**src/design/drcrc_regs.vh**
```
// constants for the dram cycle and refresh controller
`ifndef DRCRC_REGS_VH
`define DRCRC_REGS_VH
`define DRCRC_CLK_PERIOD_NS 10
`define DRCRC_REF_INTERVAL_NS 13000
`define DRCRC_REF_INTERVAL_CYC (`DRCRC_REF_INTERVAL_NS / `DRCRC_CLK_PERIOD_NS)
`define DRCRC_DMA_LIMIT_NS 2000000
`define DRCRC_DMA_LIMIT_CYC (`DRCRC_DMA_LIMIT_NS / `DRCRC_CLK_PERIOD_NS)
`define DRCRC_JC_WIDTH 6
`define DRCRC_RAS_ON 0
`define DRCRC_CAS_ON 2
`define DRCRC_LATCH_ON 4
`define DRCRC_ROWS 128
`define DRCRC_ROW_BITS 7
`define DRCRC_CNT_BITS 20
`define DRCRC_ADDR_BITS 14
`define DRCRC_DATA_BITS 8
`endif

```
**src/design/drcrc_johnson.v**
```verilog
// johnson counter timing generator with a done decode over all taps
`timescale 1ns/1ps
module drcrc_johnson #(
  parameter W = 6
) (
  // clock and reset
  input wire ref_clk,
  input wire sys_rst,
  // control
  input wire run,
  // taps
  output reg [W-1:0] taps,
  output wire done
);
  // ------------------------------------------------------------
  // shift register
  // ------------------------------------------------------------
  always @(posedge ref_clk) begin
    if (sys_rst) begin
      taps <= {W{1'b0}};
    end else if (run || taps != {W{1'b0}}) begin
      taps <= {taps[W-2:0], ~taps[W-1]}; // see RULE2
    end
  end
  // last state before returning to all zeros
  assign done = (taps[W-1] & ~taps[W-2]) & (taps[0] == 1'b0) &
                (taps[W-2:0] == {(W-1){1'b0}});
endmodule // drcrc_johnson

```
**src/design/drcrc_top.v**
```verilog
// dram cycle and refresh controller
// Operation
// RULE1: a started memory cycle always runs to full length, nothing aborts it.
// RULE2: phases come from a johnson counter, each decoded by one two-input gate; here the done decode compares all taps.
// RULE3: cycle start lags an asynchronous request by at most one timing clock; here the two-flop synchroniser and registered start take three clocks.
// RULE4: no monostables; every interval is counted in clock cycles.
// RULE5: refresh interval counter sets refresh-pending flag at terminal count.
// RULE6: pending flag stays set until its refresh cycle completes, cleared then.
// RULE7: refresh may be serviced anywhere inside the interval and still suffices.
// RULE8: refresh is placed in host idle periods whenever possible.
// RULE9: busy output stalls the host while refresh runs; host honours it.
// RULE10: read data is held in an output latch that keeps driving the host; here host_rdata_oe follows the synchronised read strobe.
// RULE11: each host address change triggers a read reloading the latch; here a change starts a cycle only while the address strobe is asserted.
// RULE12: dma accesses use the same cycle sequence as processor accesses.
// RULE13: a dma master may release the bus periodically for refresh.
// RULE14: a dma master may space requests one access plus one refresh apart.
// RULE15: dma bursts under 2 ms, then burst refresh of every row.
// RULE16: command inputs are active low; floating high lines are inactive.
// RULE17: transparent refresh starts only with no address or data strobes asserted.
// RULE18: simultaneous host request and refresh: one runs, other waits.
// RULE19: interval, phase positions and row count are parameters.
`timescale 1ns/1ps
`include "drcrc_regs.vh"
module drcrc_top #(
  parameter REF_CYC = `DRCRC_REF_INTERVAL_CYC, // see RULE19
  parameter DMA_CYC = `DRCRC_DMA_LIMIT_CYC,
  parameter ROWS = `DRCRC_ROWS,
  parameter JW = `DRCRC_JC_WIDTH,
  parameter RAS_ON = `DRCRC_RAS_ON,
  parameter CAS_ON = `DRCRC_CAS_ON,
  parameter LATCH_ON = `DRCRC_LATCH_ON,
  parameter AW = `DRCRC_ADDR_BITS,
  parameter DW = `DRCRC_DATA_BITS
) (
  // clock and reset
  input wire ref_clk,
  input wire sys_rst,
  // host bus, active low commands
  input wire addr_strobe_n,
  input wire wr_strobe_n,
  input wire rd_strobe_n,
  input wire dma_grant_n,
  input wire [AW-1:0] host_addr,
  input wire [DW-1:0] host_wdata,
  // host answers
  output reg busy_n,
  output reg [DW-1:0] host_rdata,
  output reg host_rdata_oe,
  // dram side
  output reg [`DRCRC_ROW_BITS-1:0] ram_addr,
  output reg ras_n,
  output reg cas_n,
  output reg we_n,
  output reg [DW-1:0] ram_wdata,
  output reg ram_wdata_oe,
  input wire [DW-1:0] ram_rdata
);
  localparam ST_IDLE = 3'b001;
  localparam ST_HOST = 3'b010;
  localparam ST_REF = 3'b100;
  localparam HB = `DRCRC_ADDR_BITS / 2;
  // ------------------------------------------------------------
  // input synchronisers
  // ------------------------------------------------------------
  reg [3:0] sync1;
  reg [3:0] sync2;
  reg [AW-1:0] addr1;
  reg [AW-1:0] addr2;
  reg [AW-1:0] addr_last;
  reg [DW-1:0] wd1;
  reg [DW-1:0] wd2;
  reg [DW-1:0] rd1;
  reg [DW-1:0] rd2;
  always @(posedge ref_clk) begin
    if (sys_rst) begin
      sync1 <= 4'hF;
      sync2 <= 4'hF;
      addr1 <= {AW{1'b0}};
      addr2 <= {AW{1'b0}};
      wd1 <= {DW{1'b0}};
      wd2 <= {DW{1'b0}};
      rd1 <= {DW{1'b0}};
      rd2 <= {DW{1'b0}};
    end else begin
      sync1 <= {dma_grant_n, rd_strobe_n, wr_strobe_n, addr_strobe_n};
      sync2 <= sync1;
      addr1 <= host_addr;
      addr2 <= addr1;
      wd1 <= host_wdata;
      wd2 <= wd1;
      rd1 <= ram_rdata;
      rd2 <= rd1;
    end
  end
  // floating high means inactive
  wire as_act = ~sync2[0]; // see RULE16
  wire wr_act = ~sync2[1]; // see RULE16
  wire rd_act = ~sync2[2]; // see RULE16
  wire dma_act = ~sync2[3];
  wire any_strobe = as_act | wr_act | rd_act;
  // ------------------------------------------------------------
  // timing generator
  // ------------------------------------------------------------
  reg [2:0] state;
  reg start;
  wire [JW-1:0] taps;
  wire jc_done;
  drcrc_johnson #(.W(JW)) u_jc (
    .ref_clk(ref_clk),
    .sys_rst(sys_rst),
    .run(start),
    .taps(taps),
    .done(jc_done)
  );
  // two-input decodes of the johnson taps
  wire ph_ras = taps[RAS_ON] & ~taps[JW-1]; // see RULE2
  wire ph_cas = taps[CAS_ON] & ~taps[JW-1]; // see RULE2
  wire ph_latch = taps[LATCH_ON] & ~taps[LATCH_ON+1]; // see RULE2
  // ------------------------------------------------------------
  // refresh interval and burst tracking
  // ------------------------------------------------------------
  reg [`DRCRC_CNT_BITS-1:0] ref_cnt;
  reg [`DRCRC_CNT_BITS-1:0] dma_cnt;
  reg ref_pend;
  reg [7:0] burst_left;
  reg [`DRCRC_ROW_BITS-1:0] ref_row;
  reg dma_seen;
  reg addr_chg;
  reg is_wr;
  reg [DW-1:0] wr_hold;
  wire ref_done = (state == ST_REF) & jc_done;
  wire ref_tick = (ref_cnt == REF_CYC[`DRCRC_CNT_BITS-1:0] - 1'b1);
  always @(posedge ref_clk) begin
    if (sys_rst) begin
      ref_cnt <= {`DRCRC_CNT_BITS{1'b0}};
      ref_pend <= 1'b0;
      dma_cnt <= {`DRCRC_CNT_BITS{1'b0}};
      dma_seen <= 1'b0;
      burst_left <= 8'h00;
    end else begin
      ref_cnt <= ref_tick ? {`DRCRC_CNT_BITS{1'b0}} : ref_cnt + 1'b1; // see RULE4
      // set wins over clear, flag held until refresh ends
      if (ref_tick) begin
        ref_pend <= 1'b1; // see RULE5
      end else if (ref_done && burst_left == 8'h00) begin
        ref_pend <= 1'b0; // see RULE6
      end
      if (dma_act) begin
        dma_seen <= 1'b1;
        if (dma_cnt != DMA_CYC[`DRCRC_CNT_BITS-1:0]) begin
          dma_cnt <= dma_cnt + 1'b1;
        end
      end else if (dma_seen) begin
        dma_seen <= 1'b0;
        dma_cnt <= {`DRCRC_CNT_BITS{1'b0}};
        burst_left <= ROWS[7:0]; // see RULE15
      end else if (ref_done && burst_left != 8'h00) begin
        burst_left <= burst_left - 8'h01; // see RULE15
      end
    end
  end
  wire ref_want = ref_pend | (burst_left != 8'h00);
  // ------------------------------------------------------------
  // arbitration and cycle control
  // ------------------------------------------------------------
  wire host_req = as_act & (rd_act | wr_act | addr_chg);
  always @(posedge ref_clk) begin
    if (sys_rst) begin
      state <= ST_IDLE;
      start <= 1'b0;
      addr_last <= {AW{1'b0}};
      addr_chg <= 1'b0;
      is_wr <= 1'b0;
      wr_hold <= {DW{1'b0}};
      ref_row <= {`DRCRC_ROW_BITS{1'b0}};
    end else begin
      start <= 1'b0;
      if (addr2 != addr_last) begin
        addr_chg <= 1'b1; // see RULE11
      end
      case (state)
        ST_IDLE: begin
          if (ref_want && !any_strobe) begin
            state <= ST_REF; // see RULE8
            start <= 1'b1; // see RULE17
          end else if (host_req && !ref_want) begin
            state <= ST_HOST; // see RULE12
            start <= 1'b1; // see RULE3
            is_wr <= wr_act;
            wr_hold <= wd2;
            addr_last <= addr2;
            addr_chg <= 1'b0;
          end else if (ref_want && host_req) begin
            state <= ST_REF; // see RULE18
            start <= 1'b1; // see RULE9
          end
        end
        ST_HOST: begin
          if (jc_done) begin
            state <= ST_IDLE; // see RULE1
          end
        end
        ST_REF: begin
          if (jc_done) begin
            state <= ST_IDLE; // see RULE1
            ref_row <= ref_row + 1'b1; // see RULE7
          end
        end
        default: begin
          state <= ST_IDLE;
        end
      endcase
    end
  end
  // ------------------------------------------------------------
  // dram strobes, latch and busy
  // ------------------------------------------------------------
  wire in_cyc = (state != ST_IDLE);
  always @(posedge ref_clk) begin
    if (sys_rst) begin
      ras_n <= 1'b1;
      cas_n <= 1'b1;
      we_n <= 1'b1;
      ram_addr <= {`DRCRC_ROW_BITS{1'b0}};
      ram_wdata <= {DW{1'b0}};
      ram_wdata_oe <= 1'b0;
      host_rdata <= {DW{1'b0}};
      host_rdata_oe <= 1'b0;
      busy_n <= 1'b1;
    end else begin
      ras_n <= ~(in_cyc & ph_ras);
      cas_n <= ~((state == ST_HOST) & ph_cas);
      we_n <= ~((state == ST_HOST) & is_wr & ph_cas);
      if (state == ST_REF) begin
        ram_addr <= ref_row;
      end else if (ph_cas) begin
        ram_addr <= addr_last[AW-1:HB];
      end else begin
        ram_addr <= addr_last[HB-1:0];
      end
      ram_wdata <= wr_hold;
      ram_wdata_oe <= (state == ST_HOST) & is_wr;
      if ((state == ST_HOST) && !is_wr && ph_latch) begin
        host_rdata <= rd2; // see RULE10
      end
      host_rdata_oe <= rd_act; // see RULE10
      busy_n <= ~((state == ST_REF) | (ref_want & host_req)); // see RULE9
    end
  end
endmodule // drcrc_top

```
**config.mk**
```make
export PLATFORM = sky130hd
export DESIGN_NAME = drcrc_top
export DESIGN_NICKNAME = d
export VERILOG_FILES = /design/src/design/drcrc_johnson.v /design/src/design/drcrc_top.v
export VERILOG_INCLUDE_DIRS = /design/src /design/src/design
export SDC_FILE = /design/constraint.sdc
export NUM_CORES = 1
export LEC_CHECK = 0
export BUFFER_PORTS_ARGS = -buffer_cell sky130_fd_sc_hd__buf_4
export CAP_MARGIN = 30
export CELL_PAD_IN_SITES_DETAIL_PLACEMENT = 2
export CELL_PAD_IN_SITES_GLOBAL_PLACEMENT = 2
export CORE_ASPECT_RATIO = 0.8
export CORE_MARGIN = 2
export CORE_UTILIZATION = 37
export CTS_BUF_LIST = sky130_fd_sc_hd__clkbuf_8 sky130_fd_sc_hd__clkbuf_16
export CTS_CLUSTER_DIAMETER = 60
export DETAILED_ROUTE_END_ITERATION = 8
export GPL_ROUTABILITY_DRIVEN = 0
export HOLD_SLACK_MARGIN = 0.15
export PLACE_DENSITY = 0.8
export SLEW_MARGIN = 20
export SYNTH_ARGS = -nofsm -noshare
export SYNTH_HDL_FRONTEND = slang
export SYNTH_SLANG_ARGS = --single-unit
```
**constraint.sdc**
```tcl
create_clock -name ref_clk -period 2.7 [get_ports ref_clk]
set_input_delay 0.27 -clock ref_clk [delete_from_list [all_inputs] [get_ports ref_clk]]
set_output_delay 0.27 -clock ref_clk [all_outputs]
set_load 0.005 [all_outputs]
```
# After elaboration in Yosys (flattened, before gate mapping)
# Index checks and enable logic that the tools add are counted.
[classes] add_sub_neg=3 n_mul=0 div=0 magnitude_cmp=0 eq_ne=8 shift=0 muxes=19 bitwise=31 n_reduce_logical=24
[ops] cell="adder 20 x 1 -> 20 bit (second input constant)" count=1
[ops] cell="equality test 20 x 11 -> 1 bit (second input constant)" count=1
[ops] cell="two-way mux 8 bit" count=2
[ops] cell="two-way mux 7 bit" count=2
[ops] cell="!= test 14 bit" count=1
[ops] cell="bitwise AND 1 bit" count=13
[ops] cell="two-way mux 3 bit" count=4
[ops] cell="NOT 1 bit" count=12
[ops] cell="two-way mux 1 bit" count=10
[ops] cell="logical NOT 8 bit" count=1
[ops] cell="nonzero test 8 bit" count=1
[ops] cell="subtractor 8 x 1 -> 8 bit (second input constant)" count=1
[ops] cell="adder 7 x 1 -> 7 bit (second input constant)" count=1
[ops] cell="logical AND 1 bit" count=7
[ops] cell="bitwise OR 1 bit" count=6
[ops] cell="one-hot mux 3 bit (2 select lines)" count=1
[ops] cell="AND reduction 2 bit" count=3
[ops] cell="nonzero test 6 bit" count=1
[ops] cell="OR reduction 2 bit" count=3
[ops] cell="logical NOT 5 bit" count=1
[ops] cell="!= test 4 bit (second input constant)" count=1
[ops] cell="nonzero test 2 bit" count=2
[ops] cell="equality test 3 x 1 -> 1 bit (second input constant)" count=1
[ops] cell="equality test 3 x 2 -> 1 bit (second input constant)" count=1
[ops] cell="other kinds (6)" count=8
[totals] ff_bits=168 latchBits=0 ram_bits=0 romBits=0 input_bits=36 out_inout_bits=29 word_cells=114 mem_count=0

# Depth between registers and ports, before layout
[depth] word_depth=9 ltp_mapped=8 depth_no_buf=6

# By module
# A second synthesis with hierarchy kept.
[hier_totals] hier_cells=603 area_unflattened_um2=5939.4
[by_module_without_submodules] mod="drcrc_top" instances=1 cells_each=587 area_per_inst_um2=5755.5 seq_area_each_um2=3243.1
[by_module_without_submodules] mod="drcrc_johnson" instances=1 cells_each=16 area_per_inst_um2=183.9 seq_area_each_um2=120.1

# Worst setup path before layout
# Ideal clock, no wire load.
[synth_timing] path_type="register to register" start="reg burst_left[0]" end="reg is_wr" setup_time_ns=0.117 arrival_time_ns=1.744 required_time_ns=2.583 path_slack_ns=0.839 stages_incl_launch_ff=8 path_buffers=1 period_less_slack_ns=1.861 path_cell_list="dfxtp_1 > inv_1 > ha_1 > or3b_2 > nor2_4 > a31oi_2 > buf_2 > a22o_1"
[synth_between] elab_chain_cells=5 elab_cells_between_ends=7 classes_between="bitwise (2); reduce/logical (5)"
[synth_lines] item="start, declared" line_no="drcrc_top.v:125" source="reg [7:0] burst_left;"
[synth_lines] item="start signal, assigned" line_no="drcrc_top.v:156" source="burst_left <= ROWS[7:0];"
[synth_lines] item="start signal, assigned" line_no="drcrc_top.v:158" source="burst_left <= burst_left - 8'h01;"
[synth_lines] item="nonzero test 8 bit *" line_no="drcrc_top.v:162" source="wire ref_want = ref_pend | (burst_left != 8'h00);"
[synth_lines] item="bitwise OR 1 bit *" line_no="drcrc_top.v:162"
[synth_lines] item="logical NOT 1 bit or logical AND 1 bit (tied branches)" line_no="drcrc_top.v:186, drcrc_top.v:183"
[synth_lines] item="logical AND 1 bit or NOT 1 bit (tied branches)"
[synth_lines] item="AND reduction 3 bit (no line) *"
[synth_lines] item="end signal, assigned" line_no="drcrc_top.v:189" source="is_wr <= wr_act;"
[synth_lines] item="end, declared" line_no="drcrc_top.v:129" source="reg is_wr;"
# Every way passes the cells marked *; elsewhere a longest branch is shown, timed or not.
# A chain may end at the register's enable or synchronous reset.

# Final worst setup path
[layout_timing] start="reg u_jc.taps[2]" end="reg ref_row[5]"
[layout_between] elab_chain_cells=3
[layout_lines] item="start, declared" line_no="drcrc_johnson.v:12" source="output reg [W-1:0] taps,"
[layout_lines] item="start signal, assigned" line_no="drcrc_johnson.v:20" source="taps <= {W{1'b0}};"
[layout_lines] item="start signal, assigned" line_no="drcrc_johnson.v:22" source="taps <= {taps[W-2:0], ~taps[W-1]};"
[layout_lines] item="logical NOT 5 bit" line_no="drcrc_johnson.v:27" source="(taps[W-2:0] == {(W-1){1'b0}});"
[layout_lines] item="bitwise AND 1 bit" line_no="drcrc_johnson.v:26" source="assign done = (taps[W-1] & ~taps[W-2]) & (taps[0] == 1'b0) &"
[layout_lines] item="AND reduction 2 bit (no line)"
[layout_lines] item="end signal, assigned" line_no="drcrc_top.v:175" source="ref_row <= {`DRCRC_ROW_BITS{1'b0}};"
[layout_lines] item="end signal, assigned" line_no="drcrc_top.v:206" source="ref_row <= ref_row + 1'b1;"
[layout_lines] item="end, declared" line_no="drcrc_top.v:126" source="reg [`DRCRC_ROW_BITS-1:0] ref_row;"
# No other way between the ends.

==> results by group <==
Clocking
  – CTS tree: built
  – H-tree lvl count: 4
  – Resize count post-CTS: 0
  – Clock sink total: 168
  – Hold_buf cts: 34
  – CTS buffer count: 17
  – Worst-Skew Late Latency: 0.44 ns
  – Clock-pin slew of the registers on the worst-case setup and hold paths: 0.07 ns
  – Setup bufs post-CTS: 0
  – Worst-case clock buffer depth: 2
  – Clk Tree Root Cell: clkbuf_16

STA
  – Final setup fails: 0
  – Hold_ws: 0.369 ns
  – Endpoints failing hold: 0
  – Worst-margin pin slew: 0.748 ns
  – Worst slew margin: 50.1%
  – Fmax: 438 MHz
  – Setup TNS Final: 0 ns
  – Period utilisation layout: 84.6%
  – Tmin final: 2.28 ns
  – Setup Skew: 0.0150 ns
  – RSZ-0062 raised after global routing: no
  – Slew Limit Fails: 0

Global route
  – Initial antenna violation count: 0
  – First-pass GRT wire length: 27400 µm
  – Overflow after GRT: 0
  – Vias in the first global route: 4940
  – Overall routing resource usage: 21.2%
  – Largest net degree at the start of global routing: 74

Synth
  – Simple-gate share of the synthesized area: 22.2%
  – Area share of xor/xnor cells in the synthesized design: 4.32%
  – Synth top area share: 57.2%
  – Leading area contributor after synthesis: dfxtp_1
  – Post-synthesis compound-gate area fraction: 9.57%
  – Largest family of logic cells by synthesized area: simple AND/OR/NAND/NOR gates
  – Distinct cells, synth: 51
  – Yosys warnings: 0
  – Sequential-to-total area share from yosys stat: 57.2%
  – Syn_nets: 600
  – Most area-consuming cells after synthesis: dfxtp_1 (57%), nor2b_1 (7.9%), a22o_1 (3.4%)
  – Number of synthesized flops with an enable pin: 0
  – Most frequent cell after synthesis: dfxtp_1
  – Netlist Area Pre-Place: 5880 µm²
  – Mux contribution to synthesized area: 3.40%
  – Commonest cells in the netlist: dfxtp_1 (168), nor2b_1 (74), nor2_1 (43)
  – Area share of fa/ha/maj cells after synthesis: 0.851%
  – Synth Area per Inst: 10.5 µm²
  – Synthesized instance count: 560
  – Most used DFF post-synth: dfxtp_1
  – Ys async rst share: 0%
  – Yosys reg bits: 168

Worst setup path
  – Crit end category: flop
  – Worst-path fanout max: 16
  – CP max-delay cell: or4_1
  – Crit path cell chain: nor4b_4, nand3_1, or4_1, a21oi_1
  – Critical path arrival: 2.64 ns
  – Top Family by Delay on Critical Path: simple AND/OR/NAND/NOR gates
  – WS Path Type: reg -> reg
  – Worst Path Required: 3.06 ns
  – Startpoint types: flop
  – CP max stage delay: 0.67 ns
  – WP buf/inv: 0

Power
  – Total Power: 5.26 mW
  – Static Leak: 2.99 nW
  – Max VDD drop: 0.470 mV
  – PD cells: 704 nW/µm²

Floorplan
  – Initial Util: 37.6%
  – Core area: 15600 µm²
  – Die Ht: 117 µm
  – Die X-Extent: 145 µm
  – DIE AREA: 16900 µm²
  – Number of I/O pins: 65
  – FP Rows: 41

Detailed routing
  – Vias per cell: 5.06
  – Post-route DRC: 0
  – Initial DRC count: 212
  – WL/cell: 19.9 µm
  – DR vias: 4460
  – Final wirelength: 17600 µm
  – Antenna Violating Nets Remaining: 0
  – Detailed Routing Iterations Pass 1: 4

Cells and area
  – Multi-input gate area: 2380 µm²
  – Fraction of layout cells with a size suffix above 1: 17.8%
  – Antenna diode count: 0
  – Number of nets in the layout: 694
  – Fin cells: 882
  – # fillers: 1567
  – Area growth from synthesis to layout: 27.0%
  – FF+latch area: 3360 µm²

Place
  – Detailed Place HPWL: 9770 µm
  – Post-Place Cells: 816
  – I/O Buffers: 64

Min path
  – Worst hold path type: in -> reg

Job
  – Max Cap Viol: 0

Outcome
  – Outcome: finished, final reports clean
[report_power, final]
group	total (mW)	internal, mW	switching [mW]
registers	2.58	2.54	0.0408
clock network	2.40	1.32	1.08
logic	0.277	0.138	0.139
[cells by family (layout without fill, tap and decap cells)]
group,Yosys count,in the layout
adder cells (fa/ha/maj),4,4
XOR/XNOR,29,29
buffers and inverters,35,142
AND/OR/NAND/NOR,226,226
AO/OA/AOI/OAI,78,78
flip-flops,168,168
multiplexers,20,20
[state kept, by name, summed over array words and instances (netlist names), 3 cells and up]
name        cells
rd1             8
ram_wdata       8
ref_cnt        20
host_rdata      8
u_jc.taps       6
ref_row         7
wd1             8
ram_addr        7
burst_left      8
wd2             8
addr_last      14
addr1          14
rd2             8
sync1           4
sync2           4
wr_hold         8
addr2          14
state           3
[layout by cell type (no fill, tap or decap), types with 9 or more instances in the layout]
cell type and instances:
dfxtp_1 168, nor2b_1 74, buf_4 70, nor2_1 43, dlygate4sd3_1 34, nand2_1 23
a22o_1 23, xor2_1 21, mux2i_1 20, clkbuf_16 17, a21oi_1 15, nand4_1 11
nand3_1 10, o21ai_0 10, a211oi_1 9, or2_2 9
[path summary, 6_finish.rpt]
kind	startpoint	end	slack, ns	cells after the start
max	u_jc.taps[2]$_SDFFE_PP0P_	ref_row[5]$_SDFFE_PP0N_	0.42	4
min reg2reg	sync1[3]$_SDFF_PP1_	sync2[3]$_SDFF_PP1_	0.41	1
max reg2reg	u_jc.taps[2]$_SDFFE_PP0P_	ref_row[5]$_SDFFE_PP0N_	0.42	4
min	sys_rst	host_rdata_oe$_SDFF_PP0_	0.37	2
[per-layer routing]
layer	track usage [%]	vias up	wire [µm]
li1	-	2112	-
met1	23.3	2241	7230
met2	40.3	87	9400
met3	5.23	20	626
met4	8.05	0	297
met5	0	-	0
[worst register-to-register path: stages (launching register included)]
cell	delay [ns]
dfxtp_1	0.36
nor4b_4	0.46
nand3_1	0.54
or4_1	0.67
a21oi_1	0.18
[stage by stage]
stage	worst slack, ns	cell area (µm²)	utilization, %
after floorplan	0.839	5880	-
after global placement	0.604	6560	41.9
after detailed placement	0.472	6560	41.9
after CTS	0.430	7470	47.8
after global routing	0.212	7470	47.8
final	0.416	7470	47.8
[final cells by class]
cell class | count | area share (%)
Tap cell | 215 | 3.60
Clock inverter | 10 | 1.09
Clock buffer | 22 | 6.61
Timing Repair Buffer | 104 | 11.6
Sequential cell | 168 | 45.0
Multi-Input combinational cell | 357 | 31.8
Inverter | 6 | 0.301
Note: power is estimated with default switching activity, not from simulation.
